==> src/pkg/fbp_pkg.sv <==
// Purpose: Constants for the flash block protect logic.
// Assumes: 16-bit flash address space whose protected range ends at the top location.
// Notes: The protect byte lives in the flash array at the address given below.
// Function
// - The protect byte sits inside the flash array and changes only by a flash program or erase.
// - The start address is 2'b11, the eight protect bits, then six zero bits.
// - Every address from the start address up to the top location is protected.
// - A protect value up to B8 hex protects the whole flash array.
// - A protect value of FF hex protects nothing.
// - A protect value of FE hex starts protection at FF80 hex, covering the top two erase pages.
// - High-voltage enable is refused when the target lies in the protected range.
// - Mass erase is inhibited whenever the protect value is not FF hex.
// - The protect byte may be changed only while the test voltage is seen on the IRQ pin.
`default_nettype none
package fbp_pkg;
  localparam int ADDR_W = 16;
  localparam logic [15:0] PROTECT_BYTE_ADDR = 16'hFFBE;
  localparam logic [15:0] FLASH_TOP = 16'hFFFF;
  localparam logic [7:0] NO_PROTECT = 8'hFF;
  localparam logic [7:0] ALL_PROTECT_MAX = 8'hB8;
  localparam logic [7:0] PROTECT_RESET = 8'hFF;
  localparam int START_LO = 6;
  localparam int START_HI = 13;
  localparam logic [1:0] START_TOP_BITS = 2'b11;
  localparam logic [5:0] START_LOW_BITS = 6'h00;
  localparam logic [15:0] ERASE_PAGE_MASK = 16'hFFC0;
endpackage : fbp_pkg
`default_nettype wire

==> src/logic/fbp_protect.sv <==
// Purpose: Flash control interlocks governed by the block protect byte.
// Assumes: CPU writes control bits directly; the flash array does the cell work.
// Notes: Protect byte is mirrored from the array and updated on array writes only.
`default_nettype none
module fbp_protect
  import fbp_pkg::*;
(
  input wire logic core_clk_i, // 50 MHz bus clock
  input wire logic reset_i, // Async reset, active high
  input wire logic test_voltage_i, // Test voltage detect on IRQ pin (async)
  input wire logic array_load_i, // Protect byte loaded from array at boot
  input wire logic [7:0] array_byte_i, // Boot value of protect byte
  input wire logic latch_i, // CPU write to a flash address (latches target)
  input wire logic [fbp_pkg::ADDR_W-1:0] latch_addr_i, // Address of that write
  input wire logic [7:0] latch_data_i, // Data of that write
  input wire logic ctrl_wr_i, // CPU write to control bits
  input wire logic program_select_i, // Requested program select
  input wire logic erase_i, // Requested erase select
  input wire logic mass_i, // Requested mass erase select
  input wire logic high_voltage_enable_i, // Requested high voltage enable
  output logic program_select_o, // Program select state
  output logic erase_o, // Erase select state
  output logic mass_o, // Mass erase state
  output logic high_voltage_enable_o, // High voltage enabled
  output logic [7:0] flash_protect_start_o, // Protect byte read value
  output logic [fbp_pkg::ADDR_W-1:0] start_addr_o, // Current protect start
  output logic refused_o // Pulse: a high voltage request was refused
);
  import fbp_pkg::*;

  typedef struct packed {
    logic tv_meta;
    logic tv_sync;
    logic program_select;
    logic ers;
    logic mass;
    logic high_voltage_enable;
    logic refused;
    logic [7:0] bpr;
    logic [ADDR_W-1:0] target;
    logic [7:0] data;
  } fbp_state_type;

  fbp_state_type cur, next_cur;
  logic tgt_prot;
  logic [ADDR_W-1:0] start_addr;
  logic hv_allow;
  logic bpr_hit;

  fbp_range_check u_check (
    .protect_start_bits_i(cur.bpr),
    .target_i(cur.target),
    .start_addr_o(start_addr),
    .protected_o(tgt_prot)
  );

  // ------------------------------------------------------------
  // Interlock decode
  // ------------------------------------------------------------
  always_comb begin
    bpr_hit = (cur.target & ERASE_PAGE_MASK) == (PROTECT_BYTE_ADDR & ERASE_PAGE_MASK);
    if (cur.mass) begin
      hv_allow = cur.ers && (cur.bpr == NO_PROTECT) && cur.tv_sync;
    end else begin
      hv_allow = (cur.program_select ^ cur.ers) && !tgt_prot
        && (!bpr_hit || cur.tv_sync);
    end
  end

  // ------------------------------------------------------------
  // Next state
  // ------------------------------------------------------------
  always_comb begin
    next_cur = cur;
    next_cur.tv_meta = test_voltage_i;
    next_cur.tv_sync = cur.tv_meta;
    next_cur.refused = 1'b0;
    if (array_load_i) begin
      next_cur.bpr = array_byte_i;
    end
    if (latch_i && !cur.high_voltage_enable) begin
      next_cur.target = latch_addr_i;
      next_cur.data = latch_data_i;
    end
    if (ctrl_wr_i) begin
      // Program and erase may never both be set
      next_cur.program_select = program_select_i && !erase_i;
      next_cur.ers = erase_i && !program_select_i;
      next_cur.mass = mass_i;
      // An array cycle ends when its select bit drops while high voltage is on;
      // the select is cleared before high voltage, so the mirror follows there
      if (cur.high_voltage_enable && cur.program_select && !next_cur.program_select && cur.target == PROTECT_BYTE_ADDR) begin
        next_cur.bpr = cur.bpr & cur.data;
      end else if (cur.high_voltage_enable && cur.ers && !next_cur.ers && (bpr_hit || cur.mass)) begin
        next_cur.bpr = NO_PROTECT;
      end
      if (high_voltage_enable_i && !cur.high_voltage_enable) begin
        next_cur.high_voltage_enable = hv_allow;
        next_cur.refused = !hv_allow;
      end else if (!high_voltage_enable_i) begin
        next_cur.high_voltage_enable = 1'b0;
      end
    end
  end

  always_ff @(posedge core_clk_i or posedge reset_i) begin
    if (reset_i) begin
      cur <= '0;
      cur.bpr <= PROTECT_RESET;
    end else begin
      cur <= next_cur;
    end
  end

  assign program_select_o = cur.program_select;
  assign erase_o = cur.ers;
  assign mass_o = cur.mass;
  assign high_voltage_enable_o = cur.high_voltage_enable;
  assign flash_protect_start_o = cur.bpr;
  assign start_addr_o = start_addr;
  assign refused_o = cur.refused;

  // ------------------------------------------------------------
  // Assertions
  // ------------------------------------------------------------
  property p_start_form;
    @(posedge core_clk_i) disable iff (reset_i)
      start_addr_o[15:14] == 2'b11 && start_addr_o[5:0] == 6'h00
      && start_addr_o[13:6] == flash_protect_start_o;
  endproperty
  a_start_form: assert property (p_start_form) else $error("start address malformed");

  property p_no_hv_protected;
    @(posedge core_clk_i) disable iff (reset_i)
      $rose(high_voltage_enable_o) && !mass_o |-> !$past(tgt_prot);
  endproperty
  a_no_hv_protected: assert property (p_no_hv_protected) else $error("hv on protected");

  property p_mass_inhibit;
    @(posedge core_clk_i) disable iff (reset_i)
      $rose(high_voltage_enable_o) && mass_o |-> $past(flash_protect_start_o) == 8'hFF;
  endproperty
  a_mass_inhibit: assert property (p_mass_inhibit) else $error("mass erase while protected");

  property p_all_protect;
    @(posedge core_clk_i) disable iff (reset_i)
      flash_protect_start_o <= 8'hB8 && flash_protect_start_o != 8'hFF |-> tgt_prot;
  endproperty
  a_all_protect: assert property (p_all_protect) else $error("low value not fully protected");

  property p_none_protect;
    @(posedge core_clk_i) disable iff (reset_i)
      flash_protect_start_o == 8'hFF |-> !tgt_prot;
  endproperty
  a_none_protect: assert property (p_none_protect) else $error("FF still protects");

  property p_range;
    @(posedge core_clk_i) disable iff (reset_i)
      flash_protect_start_o > 8'hB8 && flash_protect_start_o != 8'hFF
      |-> tgt_prot == (cur.target >= start_addr_o);
  endproperty
  a_range: assert property (p_range) else $error("range compare wrong");

  property p_fe;
    @(posedge core_clk_i) disable iff (reset_i)
      flash_protect_start_o == 8'hFE |-> start_addr_o == 16'hFF80;
  endproperty
  a_fe: assert property (p_fe) else $error("FE start wrong");

  property p_bpr_stable;
    @(posedge core_clk_i) disable iff (reset_i)
      !high_voltage_enable_o && !array_load_i |=> $stable(flash_protect_start_o);
  endproperty
  a_bpr_stable: assert property (p_bpr_stable) else $error("protect byte changed");

  property p_bpr_tv;
    @(posedge core_clk_i) disable iff (reset_i)
      $rose(high_voltage_enable_o) && !mass_o && bpr_hit |-> $past(cur.tv_sync);
  endproperty
  a_bpr_tv: assert property (p_bpr_tv) else $error("protect page hv without test voltage");

  property p_refuse;
    @(posedge core_clk_i) disable iff (reset_i)
      ctrl_wr_i && high_voltage_enable_i && !high_voltage_enable_o && !hv_allow
      |=> refused_o && !high_voltage_enable_o;
  endproperty
  a_refuse: assert property (p_refuse) else $error("refusal missing");

  c_hv_on: cover property (@(posedge core_clk_i) $rose(high_voltage_enable_o));
  c_refused: cover property (@(posedge core_clk_i) refused_o);
  c_mass: cover property (@(posedge core_clk_i) $rose(high_voltage_enable_o) && mass_o);
  c_mirror_prog: cover property (@(posedge core_clk_i)
    !$past(array_load_i) && $changed(flash_protect_start_o));

  property p_hv_one_select;
    @(posedge core_clk_i) disable iff (reset_i)
      $rose(high_voltage_enable_o) |-> $past(program_select_o) != $past(erase_o);
  endproperty
  a_hv_one_select: assert property (p_hv_one_select) else $error("hv without one select");

  property p_refused_no_hv;
    @(posedge core_clk_i) disable iff (reset_i)
      refused_o |-> !high_voltage_enable_o;
  endproperty
  a_refused_no_hv: assert property (p_refused_no_hv) else $error("refusal with hv on");

  // Program can only clear bits and erase sets them all, so no other change is legal
  property p_mirror_change;
    @(posedge core_clk_i) disable iff (reset_i)
      !$past(array_load_i) && $changed(flash_protect_start_o)
      |-> flash_protect_start_o == 8'hFF
      || (flash_protect_start_o | $past(flash_protect_start_o)) == $past(flash_protect_start_o);
  endproperty
  a_mirror_change: assert property (p_mirror_change) else $error("protect byte changed oddly");

  // Target frozen under high voltage, so the checked address is the one written
  property p_target_frozen;
    @(posedge core_clk_i) disable iff (reset_i)
      high_voltage_enable_o |=> $stable(cur.target);
  endproperty
  a_target_frozen: assert property (p_target_frozen) else $error("target moved under hv");
endmodule : fbp_protect
`default_nettype wire

==> src/logic/fbp_range_check.sv <==
// Purpose: Protect start address expansion and range compare.
// Assumes: Pure combinational helper.
// Notes: Low protect values cover the whole array, FF covers nothing.
`default_nettype none
module fbp_range_check
  import fbp_pkg::*;
(
  input wire logic [7:0] protect_start_bits_i, // Stored protect byte
  input wire logic [fbp_pkg::ADDR_W-1:0] target_i, // Address to check
  output logic [fbp_pkg::ADDR_W-1:0] start_addr_o, // Expanded start address
  output logic protected_o // Target lies in the protected range
);
  import fbp_pkg::*;
  always_comb begin
    start_addr_o = {START_TOP_BITS, protect_start_bits_i, START_LOW_BITS};
    if (protect_start_bits_i == NO_PROTECT) begin
      protected_o = 1'b0;
    end else if (protect_start_bits_i <= ALL_PROTECT_MAX) begin
      protected_o = 1'b1;
    end else begin
      protected_o = (target_i >= start_addr_o) && (target_i <= FLASH_TOP);
    end
  end
endmodule : fbp_range_check
`default_nettype wire

==> config.mk <==
export PLATFORM = sky130hd
export DESIGN_NAME = fbp_protect
export DESIGN_NICKNAME = d
export VERILOG_FILES = /design/src/pkg/fbp_pkg.sv /design/src/logic/fbp_protect.sv /design/src/logic/fbp_range_check.sv
export SDC_FILE = /design/constraint.sdc
export NUM_CORES = 1
export LEC_CHECK = 0
export BUFFER_PORTS_ARGS = -buffer_cell sky130_fd_sc_hd__buf_2
export CAP_MARGIN = 20
export CORE_UTILIZATION = 35
export CTS_BUF_LIST = sky130_fd_sc_hd__clkbuf_4 sky130_fd_sc_hd__clkbuf_8
export CTS_CLUSTER_SIZE = 30
export DETAILED_ROUTE_END_ITERATION = 8
export PLACE_DENSITY_LB_ADDON = 0.15
export SYNTH_ARGS = -nofsm -noshare
export SYNTH_HDL_FRONTEND = slang
export SYNTH_SLANG_ARGS = --single-unit
==> constraint.sdc <==
create_clock -name core_clk_i -period 3.61 [get_ports core_clk_i]
set_input_delay 0 -clock core_clk_i [delete_from_list [all_inputs] [get_ports core_clk_i]]
set_output_delay 0 -clock core_clk_i [all_outputs]
set_load 0.005 [all_outputs]
==> results by stage <==
Power:
- The clock network power share is 0.303.
- The switching fraction of total power is 0.269.
- The power density over cell area is 380 nW/um^2.
- The highest ir drop seen on vdd is 0.000183 V.
- The total net switching power is 0.292 mW.
- Of the total power, combinational logic draws 0.208.
- The internal portion of the total power is 0.795 mW.
- Of the total power, registers draw 0.489.
- The static leakage is 1.37 nW.

Outcome:
- The run finished with clean final reports.

Clocking:
- Hold repair after CTS inserted 30 buffers.
- The total number of H-tree levels is 2.
- The tree is rooted in a sky130_fd_sc_hd__clkbuf_8.
- The clock latency reported for the late side of the worst-skew pair is 0.29 ns.
- Clock tree synthesis inserted a total of 5 buffers.
- In this run the deepest clock path goes through 2 buffers.
- After clock tree synthesis, the repair step resized 0 gates.
- The tree built by TritonCTS fans out to 39 sinks.
- TritonCTS built the clock tree.
- Clock-pin slew was measured on the worst setup and hold paths at 0.08 ns.
- Once the clock tree was built, the setup fixing pass inserted 0 buffers.

Detailed routing:
- The post-detailed-route DRC marker count is 0.
- The antenna violation net count after detailed routing is 0.
- The routed design has 5010 microns of wire.
- The number of detailed-routing iterations run before antenna repair is 4.
- The first routing iteration left 49 violations.
- Summing over every cut layer, the via total after detailed routing is 1729.
- Dividing the detail-routed wire length by the instance count gives 14.0 microns.
- The number of vias per cell is 4.83.

Hold path:
- The tightest min-delay check is of the input port to flip-flop type.
- The number of stages on the worst hold path is 3.
- The start point of the worst hold path is array_byte_i[3].
- The worst hold path terminates at flash_protect_start_o[3].

Placement:
- The half-perimeter wire length after placement is 3710 microns.
- Port buffering added 62 buffers.
- The standard cell area after detailed placement is 2460 sq um.
- The final weighted congestion of routability-driven global placement is 0.848.
- The worst setup slack after placement is 1.39 ns.

Critical path:
- The reg-to-reg setup timing slack is 1.40 ns.
- In this run the worst setup path begins at flash_protect_start_o[7].
- The worst setup path is captured at a flip-flop.
- The number of cells on the worst reg-to-reg path is 7.
- The arrival time of the worst setup path is 2.44 ns.
- The worst setup path is of the flip-flop to flip-flop kind.
- The reg-to-reg startpoint is flash_protect_start_o[7].
- The capture point of the worst reg-to-reg path is high_voltage_enable_o.
- STA puts the critical path data required time at 3.84 ns.
- In this run the worst path has a maximum fanout of 5.
- The startpoint class of the critical path is a flip-flop.

Synth:
- The mean area per synthesized cell is 10.9 sq um.
- In the post-synthesis netlist, the biggest area contributors are sky130_fd_sc_hd__dfrtp_1 35%, sky130_fd_sc_hd__dfstp_2 9.4%, sky130_fd_sc_hd__mux2_2 9.1%.
- Summed over all instances, the cell type with the most area after synthesis is sky130_fd_sc_hd__dfrtp_1.
- Among all flip-flop cells after synthesis, the most frequent one is sky130_fd_sc_hd__dfrtp_1.
- The fraction of synthesis flops using an asynchronous set or reset pin is 1.00.
- The proportion of netlist area held by the largest area contributor is 0.348.
- In this run the cell area of the synthesized design comes to 2230 sq um.
- The sequential area share after synthesis is 0.442.
- After synthesis the netlist holds a flip-flop and latch count of 39.
- The Yosys step of the flow raised 0 warnings.
- The cell with the most instances after synthesis is sky130_fd_sc_hd__dfrtp_1.
- The count of mapped cells out of synthesis is 205.
- The number of different library cells used by synthesis comes to 44.
- The commonest cells after synthesis are 31 x sky130_fd_sc_hd__dfrtp_1, 24 x sky130_fd_sc_hd__buf_4, 19 x sky130_fd_sc_hd__inv_1.
- The number of synthesized flops with an enable pin is 0.

Global routing:
- The first global-routing pass estimated 7920 microns of wire.
- The largest net degree at the start of global routing is 40.
- The total global-route track usage is 0.162.
- Summed over all layers, the global routing overflow is 0.
- The number of antenna violations at the first check in global routing is 0.
- The via count of the first global-routing pass came to 1614.

Layout:
- Fill cells in the final layout number 581.
- Summing all flip-flop and latch instances after layout gives 986 sq um.
- The synthesis-to-finish area growth is 28.4%.
- In the final layout, the multi-input gates occupy 975 sq um.
- The post-layout utilization of the core is 0.475.
- Of the cells placed in the final design, the portion with a size suffix greater than 1 is 0.413.
- The net count of the finished layout is 332.
- The finished cells cover 2860 sq um.
- The antenna cell count is 0.

Timing:
- The worst relative slew slack is 0.544.
- The worst-case clock skew is 0.00512 ns.
- Timing would allow up to 0.453 GHz.
- The worst path in the final design needs a cycle of 2.21 ns, including I/O delays and setup.
- For the pin with the worst max-slew slack, the measured transition is 0.681 ns.
- The period utilization is 0.611.
- Adding up every negative setup slack in the final design gives 0 ns.
- Setup repair after global routing left no endpoint under its margin.
- The max-slew violation total from the final report is 0.
- The count of final hold-check violations is 0.
- Setup violations remaining at the end of the flow were counted as 0.
- Setup slack closes at 1.40 ns.

Flow run:
- Across the run, the number of max-cap violations was 0.

Floorplanning:
- The starting utilization of the core area is 0.370.
- During I/O placement, the number of pins put on the boundary was 71.
- The region available for standard cell placement spans 6030 sq um.
- The floorplan step set the die height to 81.8 microns.
- The area enclosed by the die boundary is 6690 sq um.
- After floorplanning, the core was divided into 28 placement rows.
- The die is 81.8 microns wide.
kinds of logic after synthesis:
logic type                 share of synthesized area
AOI/OAI and AO/OA                              0.182
DFF                                            0.442
other                                        0.00337
muxes                                         0.0910
xor gates and xnor gates                     0.00393
and+or+nand+nor                                0.101
buffers and inverters                          0.131
adders and majority gates                     0.0449
worst max-delay path by stage:
| stage | end | slack, ns | cells after the start |
|---|---|---|---|
| 2_1_floorplan | high_voltage_enable_o | 1.56 | 7 |
| 3_3_place_gp | high_voltage_enable_o | 1.47 | 7 |
| 3_5_place_dp | high_voltage_enable_o | 1.39 | 7 |
| 4_1_cts | high_voltage_enable_o | 1.39 | 7 |
| 5_1_grt | high_voltage_enable_o | 1.18 | 7 |
| 6_report | high_voltage_enable_o | 1.40 | 7 |
per-layer routing:
layer	wire length, microns	part of all wire	global-route usage
met1	2220	0.44	0.211
met5	0	0	0
met4	69	0.014	0.0596
met2	2520	0.50	0.265
met3	197	0.039	0.0289
worst max-delay path, stage by stage, from the launching register on:
cell                        delay (ns)
sky130_fd_sc_hd__dfstp_2          0.56
sky130_fd_sc_hd__inv_1            0.07
sky130_fd_sc_hd__ha_1             0.31
sky130_fd_sc_hd__a21o_1           0.19
sky130_fd_sc_hd__a2111oi_0        0.39
sky130_fd_sc_hd__a211oi_1         0.09
sky130_fd_sc_hd__nor4_1           0.29
sky130_fd_sc_hd__o221a_1          0.25
flip-flops by register name (all words and copies together), names as in the netlist:
signal / count
high_voltage_enable_o: 1
refused_o: 1
program_select_o: 1
flash_protect_start_o: 8
mass_o: 1
cur: 26
erase_o: 1
area by class of cell:
class	count	area share
Tap cell	75	0.0328
Sequential cell	39	0.345
Multi-Input combinational cell	122	0.341
Inverter	20	0.0271
Timing Repair Buffer	94	0.219
Clock buffer	8	0.0363
through the flow:
stage                     total power, mW  hold WS (ns)  std cells
after global routing                 1.16      0.000966        358
after CTS                            1.10       0.00990        358
after global placement              0.741         0.109        320
after floorplan                     0.690        0.0314        211
after detailed placement            0.745         0.110        320
final                                1.09        0.0123        358
power by group through the flow:
stage	sequential [mW]	clock [mW]	combinational, mW
6_report	0.531	0.329	0.226
5_1_grt	0.539	0.363	0.255
4_1_cts	0.532	0.340	0.229
3_5_place_dp	0.541	0	0.204
3_3_place_gp	0.539	0	0.202
2_1_floorplan	0.526	0	0.164
cells in the final DEF (no fill, tap or decap), types with 2 or more instances in the layout:
cell type / count
sky130_fd_sc_hd__nand4_1: 4
sky130_fd_sc_hd__nor3_1: 4
sky130_fd_sc_hd__dlygate4sd3_1: 30
sky130_fd_sc_hd__buf_4: 2
sky130_fd_sc_hd__ha_1: 8
sky130_fd_sc_hd__dfstp_2: 8
sky130_fd_sc_hd__nor2_1: 3
sky130_fd_sc_hd__a211oi_1: 10
sky130_fd_sc_hd__a211oi_2: 7
sky130_fd_sc_hd__a21oi_1: 11
sky130_fd_sc_hd__a21o_1: 2
sky130_fd_sc_hd__buf_2: 62
sky130_fd_sc_hd__mux2_2: 18
sky130_fd_sc_hd__o21ai_0: 8
sky130_fd_sc_hd__nand2_1: 12
sky130_fd_sc_hd__clkbuf_8: 7
sky130_fd_sc_hd__inv_1: 19
sky130_fd_sc_hd__a221oi_1: 2
sky130_fd_sc_hd__nor4_1: 2
sky130_fd_sc_hd__nor2b_1: 2
sky130_fd_sc_hd__conb_1: 8
sky130_fd_sc_hd__dfrtp_1: 31
(Power assumes the default switching activity.)
